**config.mk**
```make
export PLATFORM = sky130hd
export DESIGN_NAME = rng_health_gate
export DESIGN_NICKNAME = d
export VERILOG_FILES = /design/src/inc/rng_gate_pkg.sv /design/src/design/word_skid_buf.sv /design/src/design/rng_health_gate.sv
export VERILOG_INCLUDE_DIRS = /design/src /design/src/inc
export SDC_FILE = /design/constraint.sdc
export NUM_CORES = 1
export LEC_CHECK = 0
export ABC_AREA = 1
export BUFFER_PORTS_ARGS = -buffer_cell sky130_fd_sc_hd__buf_2
export CAP_MARGIN = 20
export CELL_PAD_IN_SITES_DETAIL_PLACEMENT = 1
export CELL_PAD_IN_SITES_GLOBAL_PLACEMENT = 1
export CORE_MARGIN = 1.5
export CORE_UTILIZATION = 50
export CTS_BUF_LIST = sky130_fd_sc_hd__clkbuf_8
export CTS_CLUSTER_SIZE = 12
export DETAILED_ROUTE_END_ITERATION = 10
export PLACE_DENSITY = 0.84
export SLEW_MARGIN = 20
export SYNTH_ARGS = -nofsm -noshare
export SYNTH_HDL_FRONTEND = slang
export SYNTH_SLANG_ARGS = --single-unit
```
**constraint.sdc**
```tcl
create_clock -name clk_i -period 6.85 [get_ports clk_i]
set_input_delay 1.37 -clock clk_i [delete_from_list [all_inputs] [get_ports clk_i]]
set_output_delay 1.37 -clock clk_i [all_outputs]
set_load 0.01 [all_outputs]
```
**src/inc/rng_gate_cfg.svh**
```systemverilog
/*
 Timing counts, thresholds and widths for the random number health gate.
 Assumes inclusion by bare name from the package and the design files.
*/
`ifndef RNG_GATE_CFG_SVH
`define RNG_GATE_CFG_SVH
`define RNG_STUCK_LIMIT 6'h20
`define RNG_WIN_BITS 8'h80
`define RNG_ONES_MIN 8'h28
`define RNG_ONES_MAX 8'h58
`define RNG_SEED_BITS 9'h100
// Arbitrary nonzero start state of the mixing register
`define RNG_DRG_INIT 32'h5EEDC0DE
`define RNG_STATE_W 32
`define RNG_BUF_DEPTH 2
`endif

```
**src/inc/rng_gate_pkg.sv**
```systemverilog
/*
 Types for the random number health gate.
 Assumes rng_gate_cfg.svh is on the include path.
*/
`include "rng_gate_cfg.svh"
package rng_gate_pkg;
   typedef enum logic [1:0] {
      ST_STARTUP = 2'b00,
      ST_SEEDING = 2'b01,
      ST_RUN = 2'b10,
      ST_FAILED = 2'b11
   } gate_state_t;
endpackage : rng_gate_pkg

```
**src/design/word_skid_buf.sv**
```systemverilog
/*
 Two-entry valid/ready buffer for random words.
 Assumes one clock and synchronous active-high reset.
*/
`timescale 1ns/10ps
module word_skid_buf (
   input wire logic clk_i,
   input wire logic sys_rst_i,
   input wire logic flush_i,
   input wire logic [15:0] in_data_i,
   input wire logic in_valid_i,
   output logic in_ready_o,
   output logic [15:0] out_data_o,
   output logic out_valid_o,
   input wire logic out_ready_i
);
   logic [15:0] mem_ff [0:1];
   logic rd_ptr_ff;
   logic wr_ptr_ff;
   logic [1:0] cnt_ff;
   logic push;
   logic pop;

   assign in_ready_o = (cnt_ff != 2'h2);
   assign out_valid_o = (cnt_ff != 2'h0);
   assign out_data_o = mem_ff[rd_ptr_ff];
   assign push = in_valid_i && in_ready_o;
   assign pop = out_valid_o && out_ready_i;

   always_ff @(posedge clk_i) begin
      if (push) begin
         mem_ff[wr_ptr_ff] <= in_data_i;
      end
   end

   always_ff @(posedge clk_i) begin
      if (sys_rst_i || flush_i) begin
         rd_ptr_ff <= 1'b0;
         wr_ptr_ff <= 1'b0;
         cnt_ff <= 2'h0;
      end else begin
         if (push) begin
            wr_ptr_ff <= ~wr_ptr_ff;
         end
         if (pop) begin
            rd_ptr_ff <= ~rd_ptr_ff;
         end
         cnt_ff <= cnt_ff + {1'b0, push} - {1'b0, pop};
      end
   end
endmodule : word_skid_buf

```
**src/design/rng_health_gate.sv**
```systemverilog
/*
 Random number gate: health tests on raw entropy bits, physical or hybrid
 word assembly, repeat test and a held-until-read output word.
 Assumes raw_bit_i/raw_valid_i are synchronous to clk_i and come from the
 analog source; restart_i re-runs the start-up sequence.
*/
`timescale 1ns/10ps
`include "rng_gate_cfg.svh"
module rng_health_gate (
   input wire logic clk_i,
   input wire logic sys_rst_i,
   input wire logic restart_i,
   input wire logic hybrid_generator_mode_i,
   input wire logic word16_i,
   input wire logic raw_bit_i,
   input wire logic raw_valid_i,
   input wire logic rd_i,
   output logic [15:0] rnd_data_o,
   output logic rnd_valid_o,
   output logic error_o,
   output logic ready_o
);
   rng_gate_pkg::gate_state_t state_ff;
   rng_gate_pkg::gate_state_t nxt_state;
   logic [5:0] run_ff;
   logic last_bit_ff;
   logic [7:0] win_cnt_ff;
   logic [7:0] ones_ff;
   logic win_pass_ff;
   logic total_fail;
   logic stat_fail;
   logic rep_fail;
   logic [8:0] seed_cnt_ff;
   logic [`RNG_STATE_W-1:0] drg_ff;
   logic [15:0] acc_ff;
   logic [4:0] acc_cnt_ff;
   logic [4:0] credit_ff;
   logic [15:0] prev_ff;
   logic prev_ok_ff;
   logic word_done;
   logic [15:0] word_val;
   logic buf_in_ready;
   logic [15:0] buf_data;
   logic buf_valid;
   logic take;
   logic fail_any;
   logic in_bit;
   logic [4:0] word_bits;

   assign word_bits = word16_i ? 5'h10 : 5'h08;
   // Raw bit enters the word only from the tested path
   assign in_bit = raw_valid_i && (state_ff != rng_gate_pkg::ST_FAILED);

   // Stuck source: long run of equal bits counts as total failure
   always_ff @(posedge clk_i) begin
      if (sys_rst_i || restart_i) begin
         run_ff <= 6'h00;
         last_bit_ff <= 1'b0;
      end else if (raw_valid_i) begin
         last_bit_ff <= raw_bit_i;
         // Length of the current run, this bit included
         run_ff <= (raw_bit_i == last_bit_ff) ? run_ff + 6'h01 : 6'h01;
      end
   end
   assign total_fail = raw_valid_i && (raw_bit_i == last_bit_ff) && (run_ff >= `RNG_STUCK_LIMIT - 6'h01);

   // Monobit window test runs on every raw bit, never on demand
   always_ff @(posedge clk_i) begin
      if (sys_rst_i || restart_i) begin
         win_cnt_ff <= 8'h00;
         ones_ff <= 8'h00;
         win_pass_ff <= 1'b0;
      end else if (raw_valid_i) begin
         if (win_cnt_ff == `RNG_WIN_BITS - 8'h01) begin
            win_cnt_ff <= 8'h00;
            ones_ff <= 8'h00;
            win_pass_ff <= !stat_fail;
         end else begin
            win_cnt_ff <= win_cnt_ff + 8'h01;
            ones_ff <= ones_ff + {7'h00, raw_bit_i};
         end
      end
   end
   assign stat_fail = raw_valid_i && (win_cnt_ff == `RNG_WIN_BITS - 8'h01) &&
      ((ones_ff + {7'h00, raw_bit_i} < `RNG_ONES_MIN) || (ones_ff + {7'h00, raw_bit_i} > `RNG_ONES_MAX));

   assign rep_fail = word_done && prev_ok_ff && (word_val == prev_ff);
   assign fail_any = total_fail || stat_fail || rep_fail;

   always_comb begin
      nxt_state = state_ff;
      case (state_ff)
         rng_gate_pkg::ST_STARTUP: begin
            if (fail_any) begin
               nxt_state = rng_gate_pkg::ST_FAILED;
            end else if (win_pass_ff) begin
               nxt_state = hybrid_generator_mode_i ? rng_gate_pkg::ST_SEEDING : rng_gate_pkg::ST_RUN;
            end
         end
         rng_gate_pkg::ST_SEEDING: begin
            if (fail_any) begin
               nxt_state = rng_gate_pkg::ST_FAILED;
            end else if (seed_cnt_ff == `RNG_SEED_BITS) begin
               nxt_state = rng_gate_pkg::ST_RUN;
            end
         end
         rng_gate_pkg::ST_RUN: begin
            if (fail_any) begin
               nxt_state = rng_gate_pkg::ST_FAILED;
            end
         end
         rng_gate_pkg::ST_FAILED: nxt_state = rng_gate_pkg::ST_FAILED;
         default: nxt_state = rng_gate_pkg::ST_FAILED;
      endcase
   end

   always_ff @(posedge clk_i) begin
      if (sys_rst_i || restart_i) begin
         state_ff <= rng_gate_pkg::ST_STARTUP;
      end else begin
         state_ff <= nxt_state;
      end
   end

   // Seeding absorbs raw bits into the post-processor state
   always_ff @(posedge clk_i) begin
      if (sys_rst_i || restart_i) begin
         seed_cnt_ff <= 9'h000;
      end else if (state_ff == rng_gate_pkg::ST_SEEDING && in_bit && seed_cnt_ff != `RNG_SEED_BITS) begin
         seed_cnt_ff <= seed_cnt_ff + 9'h001;
      end
   end

   // Nonlinear mixing stand-in for the cryptographic post-processor
   always_ff @(posedge clk_i) begin
      if (sys_rst_i || restart_i) begin
         drg_ff <= `RNG_DRG_INIT;
      end else if (in_bit && hybrid_generator_mode_i) begin
         drg_ff <= {drg_ff[30:0], drg_ff[31] ^ raw_bit_i} ^
            ({drg_ff[12:0], drg_ff[31:13]} & {drg_ff[6:0], drg_ff[31:7]});
      end
   end

   // Credit counts raw bits consumed; each output bit spends one
   always_ff @(posedge clk_i) begin
      if (sys_rst_i || restart_i || state_ff != rng_gate_pkg::ST_RUN) begin
         acc_ff <= 16'h0000;
         acc_cnt_ff <= 5'h00;
         credit_ff <= 5'h00;
      end else if (word_done) begin
         // Bit arriving as the word closes starts the next word, so none slips
         acc_ff <= {15'h0000, in_bit && (hybrid_generator_mode_i ? drg_ff[31] : raw_bit_i)};
         acc_cnt_ff <= {4'h0, in_bit};
         credit_ff <= {4'h0, in_bit};
      end else if (in_bit && buf_in_ready) begin
         acc_ff <= {acc_ff[14:0], hybrid_generator_mode_i ? drg_ff[31] : raw_bit_i};
         acc_cnt_ff <= acc_cnt_ff + 5'h01;
         credit_ff <= credit_ff + 5'h01;
      end
   end
   // Word closes only when credit covers every output bit
   assign word_done = (state_ff == rng_gate_pkg::ST_RUN) && (acc_cnt_ff == word_bits) &&
      (credit_ff >= word_bits) && buf_in_ready && !total_fail && !stat_fail;
   assign word_val = word16_i ? acc_ff : {8'h00, acc_ff[7:0]};

   always_ff @(posedge clk_i) begin
      if (sys_rst_i || restart_i) begin
         prev_ff <= 16'h0000;
         prev_ok_ff <= 1'b0;
      end else if (word_done) begin
         prev_ff <= word_val;
         prev_ok_ff <= 1'b1;
      end
   end

   // Flush on failure so no word built after it can escape
   word_skid_buf u_buf (
      .clk_i(clk_i),
      .sys_rst_i(sys_rst_i || restart_i),
      .flush_i(fail_any || state_ff == rng_gate_pkg::ST_FAILED),
      .in_data_i(word_val),
      .in_valid_i(word_done && !rep_fail),
      .in_ready_o(buf_in_ready),
      .out_data_o(buf_data),
      .out_valid_o(buf_valid),
      .out_ready_i(take)
   );

   // Output stage holds word and valid until read
   assign take = buf_valid && (!rnd_valid_o || rd_i) && !fail_any && state_ff == rng_gate_pkg::ST_RUN;
   always_ff @(posedge clk_i) begin
      if (sys_rst_i || restart_i || fail_any || state_ff == rng_gate_pkg::ST_FAILED) begin
         rnd_valid_o <= 1'b0;
         rnd_data_o <= 16'h0000;
      end else if (take) begin
         rnd_valid_o <= 1'b1;
         rnd_data_o <= buf_data;
      end else if (rd_i && rnd_valid_o) begin
         rnd_valid_o <= 1'b0;
      end
   end

   always_ff @(posedge clk_i) begin
      if (sys_rst_i || restart_i) begin
         error_o <= 1'b0;
         ready_o <= 1'b0;
      end else begin
         if (fail_any) begin
            error_o <= 1'b1;
         end
         ready_o <= (nxt_state == rng_gate_pkg::ST_RUN);
      end
   end
endmodule : rng_health_gate

```
==> flow_summary_export.csv <==
group,metric,value,unit
route,ant_nets,0,
cts,clkTransAtPathRegs,0.08,ns
min_path,hp-class,"reg -> reg",
placed_design,dp_hpwl,12.16,mm
worst_setup_path,arrival,4.23,ns
die,die_y,125.1,microns
cts,cts_buffers,17,
finish,drive_gt1_share,7.988,%
die,core_area,0.01453,sq mm
synth,synth-seq-cells,165,
synth,ys_warn_count,0,
grt,grt_pass1_vias,6288,
synth,syn-num-nets,958,
placed_design,portBuffers,26,
route,dr.pass1.iters,4,
timing,min_period,4.060,ns
route,vias,6021,
cts,cts_tree,"built",
timing,setup_violations,0,
cts,clk_latency,0.47,ns
finish,antennaDiodeCount,0,
worst_setup_path,path_buf_inv,3,
timing,final_hold_viol_count,0,
job,maxCapViolCount,0,
route,avgRoutedWirePerCell,15.21,microns
timing,rsz0062_at_grt,"false",
placed_design,gp_congestion,0.7391,
finish,area_delta_synth_final,7.290,%
worst_setup_path,cp_cell_sequence,"buf_2, ha_1, ha_1, nand2_1, nor2_2, nand3_1, nand2_1, nand3_1, nand2_1, nand2_2, nand2_4, nand2_4, clkinv_2, nand2_1, nor2_1, buf_4",
die,die_area,0.01564,sq mm
cts,cts_sinks,165,
die,rows,44,
cts,post_cts_resize_count,0,
timing,fmax,246.3,MHz
outcome,outcome,"finished, final reports clean",
synth,synth-async-reset-ratio,0,%
synth,synth_flop_cell,"dfxtp_1",
timing,worst_clock_skew,0.01009,ns
timing,slew_viol_final,0,
worst_setup_path,slowest_stage,"nor2_1",
pwr,leakage,3.389,nW
synth,syn_avg_cell_area,7.958,sq um
timing,finalSetupTns,0,ns
cts,cts_max_level,4,
synth,synth_edf_count,32,
synth,synth_seq_area_share,48.65,%
worst_setup_path,cp-start-kind,"input port",
cts,cts_buffer_depth,2,
grt,antenna_found_initial,0,
worst_setup_path,cp_data_required_time,7.02,ns
route,viasPerCell,5.245,
cts,ctsHoldBuffers,0,
placed_design,placed_cells,1117,
synth,syn_area,0.007448,sq mm
die,ios,27,
grt,grt_max_degree,45,
synth,synthCells,936,
timing,relSlewSlack,47.55,%
timing,worst_pin_slew,0.7839,ns
route,wirelength,17.46,mm
worst_setup_path,crit_path_end_kind,"flop",
worst_setup_path,critical_path_class,"in -> reg",
die,start_util,51.25,%
grt,grt_pass1_wl,29.66,mm
pwr,p_per_area,211.4,mW/mm^2
finish,stdcell_count,1148,
cts,cts_setup_buffers,0,
die,die_w,125.1,microns
pwr,max-vdd-ir-drop,0.1044,mV
cts,clock-root-buffer,"clkbuf_8",
worst_setup_path,cp_common_cell,"nand2_1",
worst_setup_path,crit_path_max_incr_delay,0.62,ns
route,drc,0,
synth,ys_types,43,
finish,nNetsFinal,974,
grt,grt_use_total,23.42,%
worst_setup_path,cp_top_family,"simple AND/OR/NAND/NOR gates",
timing,fin_crit_sh,59.27,%
grt,overflow,0,
worst_setup_path,cp_max_fo,24,
route,first_iter_violations,235,
area by class of cell:
cell class | instances | area [sq um]
Clock buffer | 17 | 234.0
Clock inverter | 14 | 97.59
Fill cell | 1837 | 6543
Inverter | 107 | 402.9
Multi-Input combinational cell | 630 | 3236
Sequential cell | 165 | 3623
Tap cell | 184 | 230.2
Timing Repair Buffer | 31 | 167.7
metal layers:
metal	part of all wire (%)	track usage, %
met5	0	0
met4	2.0	8.556
met3	2.1	4.493
met2	52	43.52
met1	44	26.56
cells in the final DEF, fill, tap and decap left out, drive strengths merged:
| cell | instances |
|---|---|
| nand2 | 229 |
| dfxtp | 133 |
| inv | 106 |
| nor2 | 106 |
| a21oi | 73 |
| o21ai | 68 |
| xor2 | 42 |
| edfxtp | 32 |
| buf | 31 |
| nand3 | 24 |
| clkbuf | 17 |
| a211oi | 16 |
| nor3 | 14 |
| ha | 14 |
| clkinv | 12 |
| nand4 | 11 |
| xnor2 | 10 |
| nor3b | 8 |
| or2 | 4 |
| a22oi | 2 |
| a31oi | 2 |
| clkinvlp | 2 |
| o21bai | 1 |
| nand3b | 1 |
| o211ai | 1 |
| o211a | 1 |
| a2bb2oi | 1 |
| nor4 | 1 |
| o21a | 1 |
| bufinv | 1 |
worst register-to-register path, cell delays in order, from the launching register on:
cell and delay [ns]:
dfxtp_1 0.33, ha_1 0.19, ha_1 0.23, nand2_1 0.08, nor2_2 0.13, nand3_1 0.11
nand2_1 0.10, nand3_1 0.08, nand2_1 0.08, nand2_2 0.09, nand2_4 0.14, nand2_4 0.18
clkinv_2 0.23, nand2_1 0.13, nor2_1 0.62, buf_4 0.31
cell families after synthesis:
| kind of cell | count (synthesis) | share of synthesized area, % |
|---|---|---|
| simple gates | 398 | 22.78 |
| compound gates | 166 | 12.20 |
| flops | 165 | 48.65 |
| buf+inv | 141 | 7.912 |
| xor+xnor | 52 | 6.114 |
| fa+ha+maj | 14 | 2.352 |
flip-flops by register name, summed over array words and instances (netlist names):
register and count:
prev_ff 16, ones_ff 8, last_bit_ff 1, rnd_valid_o 1, seed_cnt_ff 9, state_ff 2
u_buf.wr_ptr_ff 1, acc_cnt_ff 5, error_o 1, ready_o 1, acc_ff 16, credit_ff 5
u_buf.rd_ptr_ff 1, u_buf.cnt_ff 2, u_buf.mem_ff 32, run_ff 6, rnd_data_o 16, drg_ff 32
prev_ok_ff 1, win_cnt_ff 8, win_pass_ff 1
worst paths after layout:
kind	startpoint	to	slack [ns]	cells past startpoint
worst max-delay path	raw_bit_i	u_buf.mem_ff[0][1]	2.79	16
worst min-delay path	prev_ok_ff	prev_ok_ff	0.47	2
worst max register to register	ones_ff[0]	u_buf.mem_ff[0][1]	3.51	15
worst min register to register	prev_ok_ff	prev_ok_ff	0.47	2
metrics by stage:
stage / instance area (sq um) / total power, mW / hold slack [ns] / utilization, % / setup slack (ns)
2_1_floorplan: 7448 / 1.070 / 0.4363 / - / 3.076
3_3_place_gp: 7660 / 1.086 / 0.4479 / 52.70 / 2.481
6_report: 7991 / 1.689 / 0.4690 / 54.98 / 2.790
5_1_grt: 7991 / 1.750 / 0.5002 / 54.98 / 2.499
3_5_place_dp: 7660 / 1.089 / 0.4600 / 52.70 / 2.300
4_1_cts: 7991 / 1.701 / 0.4700 / 54.98 / 2.782
power by group:
part           switching (mW)  internal [mW]  leakage [nW]
clock network           0.348          0.275         0.176
registers             0.00990          0.992          1.42
logic                  0.0447         0.0203          1.79
cells in the mapped netlist (3+ instances only):
library cell,instances,area share (%)
a211oi_1,14,1.4
a21oi_1,73,4.9
buf_1,5,0.25
buf_2,5,0.34
buf_6,5,0.76
clkbuf_1,17,0.86
dfxtp_1,133,36
edfxtp_1,32,13
ha_1,14,2.4
inv_1,102,5.1
nand2_1,225,11
nand3_1,22,1.5
nand4_1,9,0.76
nor2_1,103,5.2
nor3_1,14,0.94
nor3b_1,8,0.81
o21ai_0,66,4.4
or2_2,3,0.25
xnor2_1,10,1.2
xor2_1,42,4.9
Note: power is estimated with default switching activity, not from simulation.
